File: src/rtl/usart_ext_consts.svh
// Constants for the serial mode extension block.
`ifndef USART_EXT_CONSTS_SVH
`define USART_EXT_CONSTS_SVH
`define LDM_OFF 2'h0
`define LDM_EXTERNAL 2'h1
`define LDM_INTERNAL 2'h2
`define OVS_NORMAL 5'h10
`define OVS_DOUBLE 5'h08
`define VOTE_NORMAL 5'h08
`define VOTE_DOUBLE 5'h04
`define ZERO_CNT 5'h00
`define ONE_CNT 5'h01
`define STOP_MASK 4'h0
`define BIT_TOP 3'h7
`define BIT_ZERO 3'h0
`endif

File: src/rtl/usart_ext_pkg.sv
// Types shared by the serial mode extension block.
package usart_ext_pkg;
  typedef enum logic [1:0] {
    ldm_off,
    ldm_external,
    ldm_internal,
    ldm_reserved
  } line_driver_mode_t;
  typedef logic [15:0] baud_div_t;
  typedef logic [7:0] data_byte_t;
endpackage

File: src/rtl/usart_ext_if.sv
// Baud tick bundle between the divider and the core.
`timescale 1ns/1ps
interface baud_link_if;
  logic tick;
  logic half_tick;
  logic restart;
  modport gen (output tick, output half_tick, input restart);
  modport use_side (input tick, input half_tick, output restart);
endinterface

File: src/rtl/baud_tick_gen.sv
// Baud divider producing full and half period ticks.
`timescale 1ns/1ps
module baud_tick_gen
  import usart_ext_pkg::*;
(
  // Clock and reset
  input wire logic mclk,
  input wire logic sys_rst,
  // Setting
  input wire usart_ext_pkg::baud_div_t div,
  // Ticks
  baud_link_if.gen bl
);
  logic [15:0] cnt;
  logic [15:0] next_cnt;
  logic tick;
  logic half;
  logic next_tick;
  logic next_half;
  assign bl.tick = tick;
  assign bl.half_tick = half;
  always_comb begin
    next_cnt = cnt + 16'h0001;
    next_tick = 1'b0;
    next_half = (cnt == {1'b0, div[15:1]});
    if (bl.restart) begin
      next_cnt = 16'h0000;
      next_half = 1'b0;
    end else if (cnt >= div) begin
      next_cnt = 16'h0000;
      next_tick = 1'b1;
    end
  end
  always_ff @(posedge mclk) begin
    if (sys_rst) begin
      cnt <= 16'h0000;
      tick <= 1'b0;
      half <= 1'b0;
    end else begin
      cnt <= next_cnt;
      tick <= next_tick;
      half <= next_half;
    end
  end
endmodule

File: src/rtl/usart_mode_ext.sv
// Master SPI transmit path, line driver enable and start frame detect.
`timescale 1ns/1ps
`include "usart_ext_consts.svh"
module usart_mode_ext
  import usart_ext_pkg::*;
(
  // Clock and reset
  input wire logic mclk,
  input wire logic sys_rst,
  // Configuration
  input wire logic tx_enable,
  input wire logic rx_enable,
  input wire logic spi_mode,
  input wire logic clock_phase_select,
  input wire logic bit_order_select,
  input wire logic double_speed_select,
  input wire usart_ext_pkg::line_driver_mode_t line_driver_mode,
  input wire logic [1:0] stop_bits,
  input wire usart_ext_pkg::baud_div_t baud_div,
  input wire logic start_frame_detect_enable,
  input wire logic standby_sleep,
  input wire logic start_int_enable,
  input wire logic rxc_int_enable,
  input wire logic other_wake,
  // Data write and read
  input wire logic data_write,
  input wire usart_ext_pkg::data_byte_t data_in,
  input wire logic start_flag_clear,
  input wire logic rx_read,
  // Pins
  input wire logic rxd,
  output logic txd,
  output logic txd_oe,
  output logic master_transfer_clock_pin,
  output logic transmit_drive_enable,
  // Status
  output logic buffer_empty,
  output logic transmit_complete,
  output logic receive_complete_flag,
  output usart_ext_pkg::data_byte_t rx_data,
  output logic error_flags_zero,
  output logic start_detected_flag,
  output logic clock_request,
  output logic wake_request
);
  import usart_ext_pkg::*;
  // ****************************************************
  // Baud ticks
  // ****************************************************
  baud_link_if bl();
  baud_tick_gen u_baud (
    .mclk(mclk),
    .sys_rst(sys_rst),
    .div(baud_div),
    .bl(bl)
  );
  // ****************************************************
  // Transmit and shift path
  // ****************************************************
  typedef enum logic [2:0] {s_idle, s_guard, s_start, s_data, s_stop} tx_state_t;
  tx_state_t st, next_st;
  data_byte_t buf_d, next_buf_d, sh, next_sh, rsh, next_rsh;
  logic buf_v, next_buf_v;
  logic [2:0] bitn, next_bitn;
  logic [1:0] stopn, next_stopn;
  logic sck, next_sck, phase_b, next_phase_b;
  logic txd_n, oe_n, te_n, tc_n, rxc_n;
  data_byte_t rxd_n;
  logic miso;
  logic spi_bit_out;
  logic shift_active;
  assign spi_bit_out = bit_order_select ? sh[0] : sh[7];
  assign miso = rxd;
  assign shift_active = (st != s_idle);
  assign bl.restart = (st == s_idle) && !buf_v;
  always_comb begin
    next_st = st;
    next_buf_d = buf_d;
    next_buf_v = buf_v;
    next_sh = sh;
    next_rsh = rsh;
    next_bitn = bitn;
    next_stopn = stopn;
    next_sck = sck;
    next_phase_b = phase_b;
    tc_n = transmit_complete;
    rxc_n = receive_complete_flag && !rx_read;
    rxd_n = rx_data;
    // A write while the buffer is full is simply dropped; no collision flag exists.
    if (data_write && !buf_v && tx_enable) begin
      next_buf_v = 1'b1;
      next_buf_d = data_in;
      tc_n = 1'b0;
    end
    unique case (st)
      s_idle: begin
        if (buf_v && bl.tick) begin
          next_sh = buf_d;
          next_buf_v = 1'b0;
          next_bitn = `BIT_ZERO;
          next_phase_b = 1'b0;
          next_st = spi_mode ? s_data : s_guard;
        end
      end
      s_guard: if (bl.tick) next_st = s_start;
      s_start: if (bl.tick) next_st = s_data;
      s_data: begin
        if (spi_mode) begin
          // Half-period ticks toggle the transfer clock; the divisor alone sets speed.
          if (bl.half_tick || bl.tick) begin
            next_sck = !sck;
            next_phase_b = !phase_b;
            if (phase_b) begin
              next_rsh = bit_order_select ? {miso, rsh[7:1]} : {rsh[6:0], miso};
              next_sh = bit_order_select ? {1'b0, sh[7:1]} : {sh[6:0], 1'b0};
              if (bitn == `BIT_TOP) begin
                next_sck = 1'b0;
                next_st = s_idle;
                tc_n = !next_buf_v;
                if (rx_enable) begin
                  rxc_n = 1'b1;
                  rxd_n = bit_order_select ? {miso, rsh[7:1]} : {rsh[6:0], miso};
                end
              end
              next_bitn = bitn + 3'h1;
            end
          end
        end else if (bl.tick) begin
          next_sh = {1'b0, sh[7:1]};
          next_bitn = bitn + 3'h1;
          if (bitn == `BIT_TOP) begin
            next_st = s_stop;
            next_stopn = stop_bits;
          end
        end
      end
      s_stop: begin
        if (bl.tick) begin
          next_stopn = stopn - 2'h1;
          if (stopn == 2'h1 || stopn == 2'h0) begin
            if (buf_v) begin
              next_sh = buf_d;
              next_buf_v = 1'b0;
              next_bitn = `BIT_ZERO;
              next_st = s_start;
            end else begin
              next_st = s_idle;
              tc_n = !next_buf_v;
            end
          end
        end
      end
      default: next_st = s_idle;
    endcase
    // Disabling receive is immediate and clears the receive complete flag; rx_data keeps its value.
    if (!rx_enable) rxc_n = 1'b0;
  end
  always_comb begin
    if (spi_mode && st == s_data) txd_n = (clock_phase_select && !phase_b) ? txd : spi_bit_out;
    else if (st == s_start) txd_n = 1'b0;
    else if (st == s_data) txd_n = sh[0];
    else txd_n = 1'b1;
    // Outside internal line driver mode the transmitter holds the pin while enabled or still busy with pending data.
    oe_n = tx_enable || shift_active || buf_v;
    if (line_driver_mode == ldm_internal) oe_n = shift_active && !spi_mode;
    te_n = (line_driver_mode == ldm_external) && shift_active && !spi_mode
      && (st != s_idle);
  end
  always_ff @(posedge mclk) begin
    if (sys_rst) begin
      st <= s_idle;
      buf_d <= 8'h00;
      buf_v <= 1'b0;
      sh <= 8'h00;
      rsh <= 8'h00;
      bitn <= `BIT_ZERO;
      stopn <= 2'h0;
      sck <= 1'b0;
      phase_b <= 1'b0;
      txd <= 1'b1;
      txd_oe <= 1'b0;
      transmit_drive_enable <= 1'b0;
      master_transfer_clock_pin <= 1'b0;
      transmit_complete <= 1'b0;
      receive_complete_flag <= 1'b0;
      rx_data <= 8'h00;
      error_flags_zero <= 1'b0;
      buffer_empty <= 1'b1;
    end else begin
      st <= next_st;
      buf_d <= next_buf_d;
      buf_v <= next_buf_v;
      sh <= next_sh;
      rsh <= next_rsh;
      bitn <= next_bitn;
      stopn <= next_stopn;
      sck <= next_sck;
      phase_b <= next_phase_b;
      txd <= txd_n;
      txd_oe <= oe_n;
      transmit_drive_enable <= te_n;
      master_transfer_clock_pin <= spi_mode ? next_sck : 1'b0;
      transmit_complete <= tc_n;
      receive_complete_flag <= rxc_n;
      rx_data <= rxd_n;
      error_flags_zero <= 1'b0;
      buffer_empty <= !next_buf_v;
    end
  end
  // ****************************************************
  // Start frame detection
  // ****************************************************
  typedef enum logic [1:0] {d_wait, d_check, d_hold} det_state_t;
  det_state_t ds, next_ds;
  logic [4:0] scnt, next_scnt;
  logic [1:0] votes, next_votes;
  logic rx_prev, armed, next_sdf, next_clk_req, next_wake;
  logic [4:0] vote_at;
  logic [4:0] ovs;
  assign ovs = double_speed_select ? `OVS_DOUBLE : `OVS_NORMAL;
  assign vote_at = {1'b0, ovs[4:1]};
  assign armed = start_frame_detect_enable && standby_sleep && !spi_mode;
  always_comb begin
    next_ds = ds;
    next_scnt = scnt;
    next_votes = votes;
    next_clk_req = clock_request;
    next_wake = wake_request;
    // A new start beats a clear in the same cycle.
    next_sdf = start_detected_flag && !start_flag_clear;
    unique case (ds)
      d_wait: begin
        if (armed && rx_prev && !rxd) begin
          next_ds = d_check;
          next_scnt = `ONE_CNT;
          next_votes = 2'h0;
          next_clk_req = 1'b1;
        end
      end
      d_check: begin
        next_scnt = scnt + `ONE_CNT;
        if (scnt >= vote_at && scnt <= vote_at + 5'h02 && !rxd) next_votes = votes + 2'h1;
        if (scnt == vote_at + 5'h02) begin
          if (votes + {1'b0, !rxd} >= 2'h2) begin
            next_ds = d_hold;
            next_sdf = 1'b1;
            next_wake = start_int_enable;
          end else if (!other_wake) begin
            next_ds = d_wait;
            next_clk_req = 1'b0;
          end else next_ds = d_hold;
        end
      end
      d_hold: begin
        if (receive_complete_flag && rxc_int_enable) next_wake = 1'b1;
        if (!standby_sleep || !start_frame_detect_enable) begin
          next_ds = d_wait;
          next_clk_req = 1'b0;
          next_wake = 1'b0;
        end
      end
      default: next_ds = d_wait;
    endcase
    if (!armed && ds == d_wait) next_clk_req = 1'b0;
  end
  always_ff @(posedge mclk) begin
    if (sys_rst) begin
      ds <= d_wait;
      scnt <= `ZERO_CNT;
      votes <= 2'h0;
      rx_prev <= 1'b1;
      start_detected_flag <= 1'b0;
      clock_request <= 1'b0;
      wake_request <= 1'b0;
    end else begin
      ds <= next_ds;
      scnt <= next_scnt;
      votes <= next_votes;
      rx_prev <= rxd;
      start_detected_flag <= next_sdf;
      clock_request <= next_clk_req;
      wake_request <= next_wake;
    end
  end
endmodule

File: config.mk
export PLATFORM = sky130hd
export DESIGN_NAME = usart_mode_ext
export DESIGN_NICKNAME = d
export VERILOG_FILES = /design/src/rtl/usart_ext_pkg.sv /design/src/rtl/usart_ext_if.sv /design/src/rtl/baud_tick_gen.sv /design/src/rtl/usart_mode_ext.sv
export VERILOG_INCLUDE_DIRS = /design/src /design/src/rtl
export SDC_FILE = /design/constraint.sdc
export NUM_CORES = 1
export LEC_CHECK = 0
export ABC_CLOCK_PERIOD_IN_PS = 3600
export BUFFER_PORTS_ARGS = -buffer_cell sky130_fd_sc_hd__buf_4
export CORE_ASPECT_RATIO = 0.7
export CORE_UTILIZATION = 31
export DETAILED_ROUTE_END_ITERATION = 12
export SYNTH_ARGS = -nofsm -noshare
export SYNTH_HDL_FRONTEND = slang
export SYNTH_SLANG_ARGS = --single-unit
File: constraint.sdc
create_clock -name mclk -period 3.6 [get_ports mclk]
set_input_delay 1.08 -clock mclk [delete_from_list [all_inputs] [get_ports mclk]]
set_output_delay 1.08 -clock mclk [all_outputs]
set_load 0.01 [all_outputs]
# After elaboration in Yosys (flattened, before gate mapping)
# Index checks and enable logic that the tools add are counted.
dict set report classes {
  muxes 101
  eq_ne 37
  reduce_logical 63
  n_addsub 7
  n_lt_le_gt_ge 4
  bitwise_logic 2
}
# operator n
set op_table {}
lappend op_table {{two-way mux 8 bit} 10}
lappend op_table {{two-way mux 3 bit} 19}
lappend op_table {{two-way mux 1 bit} 45}
lappend op_table {{!= test 2 bit (second input constant)} 14}
lappend op_table {{two-way mux 2 bit} 13}
lappend op_table {{one-hot mux 8 bit (3 select lines)} 1}
lappend op_table {{logical AND 1 bit} 20}
lappend op_table {{adder 16 x 1 -> 16 bit (second input constant)} 1}
lappend op_table {{equality test 16 x 15 -> 1 bit} 1}
lappend op_table {{greater-or-equal comparator 16 bit} 1}
lappend op_table {{!= test 3 bit (second input constant)} 5}
lappend op_table {{one-hot mux 3 bit (5 select lines)} 1}
lappend op_table {{zero test 1 bit} 12}
lappend op_table {{AND reduction 4 bit} 3}
lappend op_table {{AND reduction 6 bit} 2}
lappend op_table {{two-way mux 5 bit} 2}
lappend op_table {{!= test 2 x 1 -> 1 bit (second input constant)} 5}
lappend op_table {{one-hot mux 5 bit (2 select lines)} 1}
lappend op_table {{AND reduction 10 bit} 1}
lappend op_table {{one-hot mux 3 bit (3 select lines)} 1}
lappend op_table {{nonzero test 3 bit} 3}
lappend op_table {{one-hot mux 1 bit (2 select lines)} 4}
lappend op_table {{one-hot mux 2 bit (2 select lines)} 2}
lappend op_table {{AND reduction 8 bit} 1}
lappend op_table {{other kinds (28)} 46}
dict set report word_totals {
  word_cells 241
  out_inout_bits 19
  register_bits 81
  inputBits 45
}

# Longest topological paths before layout
# Gate-level depths: netlist (run 1).
dict set report logic_depth {
  word_depth 10
  depth_mapped 8
  mapped_depth_nobuf 7
}

# Cells and area by module
# Synthesis (run 1) repeated with hierarchy kept, for this count alone.
dict set report hier_totals {
  hier_cells 548
  area_unflattened_um2 4792.1
}
# module seq_area_each_um2 area_each_um2 n_inst cells_per_inst
set by_module_without_submodules {}
lappend by_module_without_submodules {usart_mode_ext 1261.2 3418.3 1 390}
lappend by_module_without_submodules {baud_tick_gen 360.3 1373.8 1 158}

# Worst setup path before layout (run 1)
# OpenSTA, ideal clock, no wires.
dict set report synth_timing {
  path_kind {in2reg}
  startpoint {input double_speed_select}
  endpoint {register ds[1]}
  path_slack_ps 948
  path_stages 7
  required_time_ps 3535
  setup_time_ps 65
  path_buffers 0
  arrival_time_ps 2587
  cell_sequence {inv_1 > ha_1 > nand2_1 > nor4b_1 > o211a_1 > mux2_2 > nor2_1}
}
dict set report synth_between {
  elab_chain_len 5
}
# element line_no
set synth_rtl {}
lappend synth_rtl {{start: declaration} usart_mode_ext.sv:16} ;# input wire logic double_speed_select,
lappend synth_rtl {{two-way mux 5 bit (no line)} n/a}
lappend synth_rtl {{adder 4 x 2 -> 5 bit} usart_mode_ext.sv:243} ;# if (scnt == vote_at + 5'h02) begin
lappend synth_rtl {{equality test 5 bit} usart_mode_ext.sv:243}
lappend synth_rtl {{!= test 2 bit (no line)} n/a}
lappend synth_rtl {{AND reduction 3 bit (no line)} n/a}
lappend synth_rtl {{end signal: assignment} usart_mode_ext.sv:268} ;# ds <= d_wait;
lappend synth_rtl {{end signal: assignment} usart_mode_ext.sv:276} ;# ds <= next_ds;
lappend synth_rtl {{end: declaration} usart_mode_ext.sv:214} ;# det_state_t ds, next_ds;
# Every way passes these cells.
# A chain may end at the register's enable or synchronous reset.

# Worst setup path after layout (run 1)
dict set report layout_timing {
  startpoint {input baud_div[5]}
  endpoint {register u_baud.cnt[2]}
}
dict set report layout_between {
  elab_chain_len 2
}
# element line_no
set layout_rtl {}
lappend layout_rtl {{start: declaration} usart_mode_ext.sv:19} ;# input wire usart_ext_pkg::baud_div_t baud_div,
lappend layout_rtl {{greater-or-equal comparator 16 bit} baud_tick_gen.sv:29} ;# end else if (cnt >= div) begin
lappend layout_rtl {{OR reduction 3 bit (no line)} n/a}
lappend layout_rtl {{end signal: assignment} baud_tick_gen.sv:40} ;# cnt <= next_cnt;
lappend layout_rtl {{end: declaration} baud_tick_gen.sv:14} ;# logic [15:0] cnt;
# Every way passes these cells.

==> Flow_metrics.wiki, run 1 <==
{| class="wikitable"
! Metric !! Value
|-
| Number of antenna violations at the first check in global routing || 0
|-
| Worst-path maximum fanout || 16
|-
| Core utilization of the finished layout || 38.22%
|-
| I/O pin count || 64
|-
| Length of the first detailed-routing pass in iterations || 4
|-
| ANT nets after route || 0
|-
| Worst relative slew slack || 54.51%
|-
| Pin count of the biggest net entering global routing || 62
|-
| Setup repair after global routing missed its margin || false
|-
| Wire length of the first global-routing pass || 16,750 um
|-
| Horiz. Die Dim || 144.8 um
|-
| IO Port Bufs || 62
|-
| Highest clock frequency the design can meet || 365.8 MHz
|-
| Part of the cycle the worst path needs || 75.94%
|-
| Run status || finished clean
|-
| Clock latency on the worst-skew pair || 0.33 ns
|-
| Number of DRC markers after the initial detailed-route iteration || 156
|-
| Avg WL per Cell || 13.06 um
|-
| Max-slew violations || 0
|-
| Chip height || 102.0 um
|-
| Number of buffers and inverters on the critical path || 2
|-
| Deepest clock path buffer count || 2
|-
| Cell Area, Synth || 4424 um2
|-
| Peak VDD IR || 0.0002682 V
|-
| Synthesis-to-finish area growth || 20.25%
|-
| Setup crit start kind || input pin
|-
| Number of clock buffers inserted by TritonCTS || 9
|-
| Number of unique standard cell types used by synthesis || 64
|-
| CTS Root Cell || sky130_fd_sc_hd__clkbuf_16
|-
| Total gr overflow || 0
|-
| Number of endpoints with negative hold slack in the final report || 0
|-
| Die area || 14,760 um2
|-
| Final Net Count || 644
|-
| Crit path time final || 2.734 ns
|-
| Number of max-cap violations || 0
|-
| Worst Slack Setup Final || 0.8661 ns
|-
| Layout Cell Area excl Fill || 5320 um2
|-
| Arrival time of data at the critical path endpoint || 2.98 ns
|-
| Seq/Total Area, Yosys || 36.65%
|-
| Power density normalized to cell area || 458.7 nW/um2
|-
| Main flop type after synthesis || sky130_fd_sc_hd__dfxtp_1
|-
| Number of gates resized after CTS || 0
|-
| Diodes inserted || 0
|-
| Placeable core region || 13,920 um2
|-
| H-Tree Level Count || 3
|-
| Clock tree from TritonCTS || built
|-
| Warnings from Yosys || 0
|-
| Cell family with the largest share of critical-path delay || simple AND/OR/NAND/NOR gates
|-
| Sum Neg Setup Slack || 0 ns
|-
| Number of buffers inserted by post-CTS setup repair || 0
|-
| DPL Wire Length || 7461 um
|-
| Crit path max-delay cell type || sky130_fd_sc_hd__nand3b_1
|-
| Worst Path Class, Setup || input pin to register
|-
| Std-Cell Rows || 36
|-
| Required time of the critical path || 3.85 ns
|-
| Critical Path, Cell by Cell || buf_4 -> inv_1 -> ha_1 -> a211oi_1 -> nand2_1 -> o311ai_0 -> nand3b_1 -> nor2_1
|-
| Kind of path behind the tightest hold check || register to register
|-
| Slew @ Worst Pin || 0.6799 ns
|-
| Final setup viols || 0
|-
| Setup crit end kind || register
|-
| Layout cells sized above 1 || 15.56%
|-
| Final RePlAce weighted congestion || 0.8243
|-
| Final clock skew || 0.007332 ns
|-
| Flop and latch count out of synthesis || 81
|-
| Leak pwr || 0.002210 uW
|-
| Highest cell delay on the worst timing path || 0.53 ns
|-
| Syn_area_per_cell || 8.492 um2
|-
| Placed cell areas || 4987 um2
|-
| Vias || 3,646
|-
| Global Route Usage Sum || 14.45%
|-
| Total wire length after detailed routing || 9952 um
|-
| Nets in the synthesized netlist || 596
|-
| Number of cells produced by synthesis || 521
|-
| Post-CTS Hold Buffers || 0
|-
| Number of flops mapped to enable cells by yosys || 0
|-
| Worst Setup Slack post-DPL || 0.5294 ns
|-
| Clock tree sinks || 81
|-
| Proportion of synthesized flip-flops having asynchronous set or reset || 0%
|-
| Post-detailed-route via-to-cell ratio || 4.785
|-
| Vias in the first global route || 3,420
|-
| Initial cell density of the core || 31.79%
|-
| Final Total Pwr || 2440 uW
|-
| Remaining routing DRC violations || 0
|-
| Count of filler cells inserted in the layout || 1,406
|-
| Clock Pin Slew Worst Setup and Hold Paths || 0.06 ns
|}
==> flip-flops by register name, summed over array words and instances, names as in the netlist, 2 cells and up <==
| register | flops |
|---|---|
| scnt | 5 |
| sh | 8 |
| rx_data | 8 |
| ds | 2 |
| st | 3 |
| bitn | 3 |
| rsh | 8 |
| votes | 2 |
| stopn | 2 |
| u_baud.cnt | 16 |
| buf_d | 8 |
==> tightest hold or removal path, cell delays in order (launching register included) <==
cell	delay, ns
sky130_fd_sc_hd__dfxtp_1	0.31
sky130_fd_sc_hd__nand2_1	0.05
sky130_fd_sc_hd__a21oi_1	0.05
==> path summary, 6_finish.rpt <==
| path | startpoint | to | slack [ns] | cells after the start |
|---|---|---|---|---|
| max | baud_div[5] | u_baud.cnt[2] | 0.87 | 8 |
| min reg2reg | buf_d[3] | buf_d[3] | 0.46 | 2 |
| max reg2reg | st[0] | sh[2] | 1.27 | 5 |
| min | buf_d[3] | buf_d[3] | 0.46 | 2 |
==> synth_stat cells (2+ instances only) <==
library cell	n	area [um2]
sky130_fd_sc_hd__a211oi_1	23	172.7
sky130_fd_sc_hd__a21bo_2	2	20.02
sky130_fd_sc_hd__a21o_1	2	15.01
sky130_fd_sc_hd__a21oi_1	31	155.2
sky130_fd_sc_hd__a31o_2	3	26.28
sky130_fd_sc_hd__a31oi_1	2	12.51
sky130_fd_sc_hd__and2_1	3	18.77
sky130_fd_sc_hd__and3b_1	2	17.52
sky130_fd_sc_hd__and4_1	3	26.28
sky130_fd_sc_hd__buf_1	2	7.510
sky130_fd_sc_hd__buf_2	9	45.04
sky130_fd_sc_hd__buf_4	2	15.01
sky130_fd_sc_hd__buf_6	2	22.52
sky130_fd_sc_hd__clkbuf_1	8	30.03
sky130_fd_sc_hd__dfxtp_1	81	1622
sky130_fd_sc_hd__ha_1	30	375.4
sky130_fd_sc_hd__inv_1	39	146.4
sky130_fd_sc_hd__mux2i_1	25	250.2
sky130_fd_sc_hd__nand2_1	45	168.9
sky130_fd_sc_hd__nand2b_1	7	43.79
sky130_fd_sc_hd__nand3_1	11	55.05
sky130_fd_sc_hd__nand4_1	4	25.02
sky130_fd_sc_hd__nor2_1	67	251.5
sky130_fd_sc_hd__nor2b_1	3	18.77
sky130_fd_sc_hd__nor3_1	6	30.03
sky130_fd_sc_hd__nor3b_1	6	45.04
sky130_fd_sc_hd__nor4_1	7	43.79
sky130_fd_sc_hd__nor4b_1	2	17.52
sky130_fd_sc_hd__o2111ai_1	2	17.52
sky130_fd_sc_hd__o211ai_1	3	22.52
sky130_fd_sc_hd__o21ai_0	21	105.1
sky130_fd_sc_hd__o22ai_1	2	12.51
sky130_fd_sc_hd__o32ai_1	2	17.52
sky130_fd_sc_hd__or2_2	2	12.51
sky130_fd_sc_hd__xnor2_1	10	87.58
sky130_fd_sc_hd__xor2_1	24	210.2
==> metal layers <==
layer	vias to the layer above	share of wire (%)	routed length, um	global-route usage [%]
met2	48	44	4381	22.93
met5	-	0	0	0
met4	0	1.0	104	3.725
li1	1894	-	-	-
met1	1695	51	5102	19.68
met3	9	3.6	363	3.421
==> cell usage in the layout, fill, tap and decap left out, types with 4 or more instances in the layout <==
master / n
sky130_fd_sc_hd__dfxtp_1: 81
sky130_fd_sc_hd__nor2_1: 67
sky130_fd_sc_hd__buf_4: 62
sky130_fd_sc_hd__nand2_1: 45
sky130_fd_sc_hd__inv_1: 39
sky130_fd_sc_hd__a21oi_1: 31
sky130_fd_sc_hd__ha_1: 30
sky130_fd_sc_hd__mux2i_1: 25
sky130_fd_sc_hd__xor2_1: 24
sky130_fd_sc_hd__a211oi_1: 23
sky130_fd_sc_hd__o21ai_0: 21
sky130_fd_sc_hd__nand3_1: 11
sky130_fd_sc_hd__xnor2_1: 10
sky130_fd_sc_hd__clkbuf_16: 9
sky130_fd_sc_hd__nor4_1: 7
sky130_fd_sc_hd__nand2b_1: 7
sky130_fd_sc_hd__nor3_1: 6
sky130_fd_sc_hd__nor3b_1: 6
sky130_fd_sc_hd__nand4_1: 4
==> report_power, final <==
part           switching (uW)  leakage [uW]  total (uW)  internal, uW
clock network             343      0.000162        1030           689
logic                     230       0.00139         408           177
registers                60.6      0.000655        1000           939
total                     634       0.00221        2440          1810
==> cell type report <==
| cell class | count | area (um2) | share of cell area, % |
|---|---|---|---|
| Clock buffer | 11 | 242.7 | 4.563 |
| Multi-Input combinational cell | 376 | 2516 | 47.30 |
| Timing Repair Buffer | 62 | 465.4 | 8.749 |
| Inverter | 39 | 146.4 | 2.752 |
| Sequential cell | 81 | 1622 | 30.48 |
| Clock inverter | 3 | 90.09 | 1.693 |
| Tap cell | 190 | 237.7 | 4.468 |
==> kinds of logic after synthesis <==
group           count (synthesis)  synth area share (%)
fa+ha+maj                      30                 8.484
buf+inv                        64                 6.476
compound gates                107                 16.06
other cells                     1               0.08476
flops                          81                 36.65
simple gates                  178                 19.60
xor+xnor                       34                 6.731
mux                            26                 5.911
==> per-stage QoR <==
step           instances  hold WS [ns]
2_1_floorplan        521        0.4366
3_3_place_gp         748        0.4477
3_5_place_dp         748        0.4559
4_1_cts              762        0.4639
5_1_grt              762        0.4920
6_report             762        0.4612
Power figures use the tool's default switching activity.
==> run 2, diff against run 1 <==
Settings changed: ABC_AREA set to 1, ABC_CLOCK_PERIOD_IN_PS 3600 to 2300.
Clock period 3.6 ns to 2.3 ns, I/O delays scaled along.
==> run 2 against run 1 <==
Via count increased by 23%; flip-flop and latch count unchanged; worst setup slack worse by 0.36 ns; cell count increased by 26%; die area increased by 8.8%; sequential power up 68%; routed wire length increased by 18%; critical endpoint is now u_baud.cnt[10]; highest routed layer unchanged.
==> Flow_metrics.wiki, run 2 <==
{| class="wikitable"
! Metric !! Value
|-
| Most instantiated cells after synthesis || sky130_fd_sc_hd__nand2_1 (122), sky130_fd_sc_hd__inv_1 (107), sky130_fd_sc_hd__dfxtp_1 (81) (was sky130_fd_sc_hd__dfxtp_1 (81), sky130_fd_sc_hd__nor2_1 (67), sky130_fd_sc_hd__nand2_1 (45))
|-
| Power density normalized to cell area || 783.9 nW/um2 (was 458.7 nW/um2)
|-
| Initial cell density of the core || 32.25% (was 31.79%)
|-
| Number of flip-flops in the largest register || 16 (unchanged)
|-
| ANT nets after route || 0 (unchanged)
|-
| Horiz. Die Dim || 151.1 um (was 144.8 um)
|-
| IO Port Bufs || 62 (unchanged)
|-
| Clock Pin Slew Worst Setup and Hold Paths || 0.06 ns (about the same)
|-
| Number of endpoints with negative hold slack in the final report || 0 (unchanged)
|-
| Cell Area, Synth || 4822 um2 (was 4424 um2)
|-
| Vias || 4,486 (was 3,646)
|-
| I/O pin count || 64 (unchanged)
|-
| Syn_area_per_cell || 6.879 um2 (was 8.492 um2)
|-
| Total gr overflow || 0 (unchanged)
|-
| Remaining routing DRC violations || 0 (unchanged)
|-
| Number of max-cap violations || 0 (unchanged)
|-
| Post-CTS Hold Buffers || 0 (unchanged)
|-
| Setup crit end kind || register (unchanged)
|-
| Number of clock buffers inserted by TritonCTS || 9 (unchanged)
|-
| Largest area contributor in the netlist || sky130_fd_sc_hd__dfxtp_1 (unchanged)
|-
| Main flop type after synthesis || sky130_fd_sc_hd__dfxtp_1 (unchanged)
|-
| Highest clock frequency the design can meet || 557.8 MHz
|-
| FF+latch area || 1622 um2 (unchanged)
|-
| Warnings from Yosys || 0 (unchanged)
|-
| Diodes inserted || 0 (unchanged)
|-
| Number of flops mapped to enable cells by yosys || 0 (unchanged)
|-
| Launch point of the worst path || baud_div[15] (was baud_div[5])
|-
| Layout cells sized above 1 || 16.15% (was 15.56%)
|-
| Launch instance of the worst register-to-register path || st[0] (unchanged)
|-
| Setup crit start kind || input pin (unchanged)
|-
| Pin count of the biggest net entering global routing || 23 (was 62)
|-
| Peak VDD IR || 0.0004010 V (was 0.0002682 V)
|-
| DPL Wire Length || 9030 um (was 7461 um)
|-
| Deepest clock path buffer count || 2 (unchanged)
|-
| CTS Root Cell || sky130_fd_sc_hd__clkbuf_16 (unchanged)
|-
| Die area || 16,070 um2 (was 14,760 um2)
|-
| Worst reg2reg endpoint || rx_data[4] (was sh[2])
|-
| Final RePlAce weighted congestion || 0.9328 (was 0.8243)
|-
| Number of gates resized after CTS || 0 (unchanged)
|-
| Area of the multi-input gates || 2658 um2 (was 2516 um2)
|-
| Placeable core region || 14,950 um2 (was 13,920 um2)
|-
| Chip height || 106.4 um (was 102.0 um)
|-
| Synthesis-to-finish area growth || 19.80% (was 20.25%)
|-
| Number of buffers inserted by post-CTS setup repair || 0 (unchanged)
|-
| Setup repair after global routing missed its margin || false (unchanged)
|-
| Number of unique standard cell types used by synthesis || 43 (was 64)
|-
| Seq/Total Area, Yosys || 33.63% (was 36.65%)
|-
| Number of antenna violations at the first check in global routing || 0 (unchanged)
|-
| Post-detailed-route via-to-cell ratio || 4.658 (was 4.785)
|-
| Run status || finished clean (unchanged)
|-
| Nets in the synthesized netlist || 776 (was 596)
|-
| Startpoint of the worst hold path || rx_data[1] (was buf_d[3])
|-
| Worst Path Class, Setup || input pin to register (unchanged)
|-
| Kind of path behind the tightest hold check || register to register (unchanged)
|-
| Largest cells by area after synthesis || sky130_fd_sc_hd__dfxtp_1 (34%), sky130_fd_sc_hd__nand2_1 (9.5%), sky130_fd_sc_hd__inv_1 (8.3%) (was sky130_fd_sc_hd__dfxtp_1 (37%), sky130_fd_sc_hd__ha_1 (8.5%), sky130_fd_sc_hd__nor2_1 (5.7%))
|-
| Count of filler cells inserted in the layout || 1,601 (was 1,406)
|-
| Worst hold margin || 0.4438 ns (was 0.4612 ns)
|-
| Wire length of the first global-routing pass || 19,780 um (was 16,750 um)
|-
| Part of the cycle the worst path needs || 77.95%
|-
| Length of the first detailed-routing pass in iterations || 5 (was 4)
|-
| Crit path capture || u_baud.cnt[10] (was u_baud.cnt[2])
|-
| Proportion of synthesized flip-flops having asynchronous set or reset || 0% (unchanged)
|-
| Avg WL per Cell || 12.19 um (was 13.06 um)
|-
| Clock tree sinks || 81 (unchanged)
|-
| Flop and latch count out of synthesis || 81 (unchanged)
|-
| Final clock skew || 0.008535 ns (was 0.007332 ns)
|-
| Sum Neg Setup Slack || 0 ns (unchanged)
|-
| H-Tree Level Count || 3 (unchanged)
|-
| Final setup viols || 0 (unchanged)
|-
| Global Route Usage Sum || 15.62% (was 14.45%)
|-
| Most frequent cell after synthesis || sky130_fd_sc_hd__nand2_1 (was sky130_fd_sc_hd__dfxtp_1)
|-
| Most common library cell in the layout ignoring fill and taps || sky130_fd_sc_hd__nand2_1 (was sky130_fd_sc_hd__dfxtp_1)
|-
| Crit path time final || 1.793 ns
|-
| Clock tree from TritonCTS || built (unchanged)
|-
| Vias in the first global route || 3,937 (was 3,420)
|-
| Max-slew violations || 0 (unchanged)
|-
| Total wire length after detailed routing || 11,740 um (was 9952 um)
|-
| Clock latency on the worst-skew pair || 0.34 ns (was 0.33 ns)
|-
| Leak pwr || 0.002537 uW (was 0.002210 uW)
|-
| FF-to-FF path depth || 5 (unchanged)
|-
| Area share of the largest cell type after synthesis || 33.63% (was 36.65%)
|-
| Arrival time of data at the critical path endpoint || 2.02 ns (was 2.98 ns)
|-
| Register-to-register path setup slack || 0.58 ns (was 1.27 ns)
|-
| Most flop-heavy register || u_baud.cnt (unchanged)
|-
| Std-Cell Rows || 37 (was 36)
|-
| Number of DRC markers after the initial detailed-route iteration || 264 (was 156)
|-
| Worst-path maximum fanout || 16 (unchanged)
|-
| Most frequent cells in the layout || sky130_fd_sc_hd__nand2_1 (122), sky130_fd_sc_hd__inv_1 (107), sky130_fd_sc_hd__dfxtp_1 (81), sky130_fd_sc_hd__nor2_1 (80), sky130_fd_sc_hd__buf_4 (73) (was sky130_fd_sc_hd__dfxtp_1 (81), sky130_fd_sc_hd__nor2_1 (67), sky130_fd_sc_hd__buf_4 (62), sky130_fd_sc_hd__nand2_1 (45), sky130_fd_sc_hd__inv_1 (39))
|-
| Final Net Count || 839 (was 644)
|-
| Required time of the critical path || 2.52 ns (was 3.85 ns)
|-
| Number of cells produced by synthesis || 701 (was 521)
|}
-- run 2: cell count changes after synthesis, moves of 8 or more --
cell	before	now
sky130_fd_sc_hd__inv_1	39	107
sky130_fd_sc_hd__nand3_1	11	50
sky130_fd_sc_hd__nor2_2	1	9
sky130_fd_sc_hd__nand2_1	45	122
sky130_fd_sc_hd__mux2i_1	25	0
sky130_fd_sc_hd__o21ai_1	1	10
sky130_fd_sc_hd__o21ai_0	21	53
sky130_fd_sc_hd__nor2_1	67	80
sky130_fd_sc_hd__a21oi_1	31	56
sky130_fd_sc_hd__xor2_1	24	11
sky130_fd_sc_hd__a211oi_1	23	1
sky130_fd_sc_hd__o22ai_1	2	13
-- run 2: cell type report --
type | count | area share, %
Inverter | 111 | 7.256
Clock inverter | 4 | 0.9313
Multi-Input combinational cell | 488 | 46.00
Clock buffer | 11 | 4.029
Tap cell | 195 | 4.224
Timing Repair Buffer | 73 | 9.487
Sequential cell | 81 | 28.07
-- run 2: stage by stage --
stage | cells | area [um2] | setup WS, ns | utilization [%] | power, uW
after floorplan | 701 | 4822 | 0.4103 | - | 2795
after global placement | 948 | 5490 | 0.2169 | 36.72 | 3142
after detailed placement | 948 | 5490 | 0.1642 | 36.72 | 3141
after CTS | 963 | 5777 | 0.5186 | 38.63 | 4583
after global routing | 963 | 5777 | 0.3765 | 38.63 | 4890
final | 963 | 5777 | 0.5072 | 38.63 | 4528
-- run 2: how the worst min path moves through the flow --
stage	end	slack, ns	cells past startpoint
after floorplan	buf_d[6]	0.42	2
final	rx_data[1]	0.44	2
after detailed placement	rx_data[1]	0.44	2
after CTS	rx_data[1]	0.45	2
after global routing	rsh[0]	0.47	2
after global placement	rx_data[1]	0.44	2
-- run 2: critical path, cell delays in order --
cell and delay (ns):
sky130_fd_sc_hd__buf_4 0.08, sky130_fd_sc_hd__inv_1 0.05, sky130_fd_sc_hd__ha_1 0.29, sky130_fd_sc_hd__nand2_1 0.07, sky130_fd_sc_hd__inv_1 0.05, sky130_fd_sc_hd__nand3_1 0.09, sky130_fd_sc_hd__nor2_1 0.15, sky130_fd_sc_hd__nand3_1 0.12
sky130_fd_sc_hd__nand4_2 0.10, sky130_fd_sc_hd__buf_4 0.24, sky130_fd_sc_hd__nor2_1 0.07
-- run 2: cells by family after synthesis --
kind of cell / synth area share (%)
other: 0.07777
XOR/XNOR: 2.724
AO/OA/AOI/OAI: 16.11
flip-flops: 33.63
adder cells (fa/ha/maj): 7.784
buffers and inverters: 11.26
AND/OR/NAND/NOR: 28.41
-- run 2: power by group --
part / leakage [uW] / total (uW) / internal, uW / switching [uW]
clock network: 0.000132 / 1410 / 839 / 575
registers: 0.000658 / 1680 / 1550 / 136
logic: 0.00175 / 1430 / 535 / 896
-- run 2: metal layers --
metal | vias up | GRT usage [%] | part of all wire (%)
li1 | 2383 | - | -
met1 | 1981 | 24.53 | 55
met2 | 111 | 20.51 | 38
met3 | 11 | 3.991 | 5.8
met4 | 0 | 3.429 | 1.0
met5 | - | 0 | 0
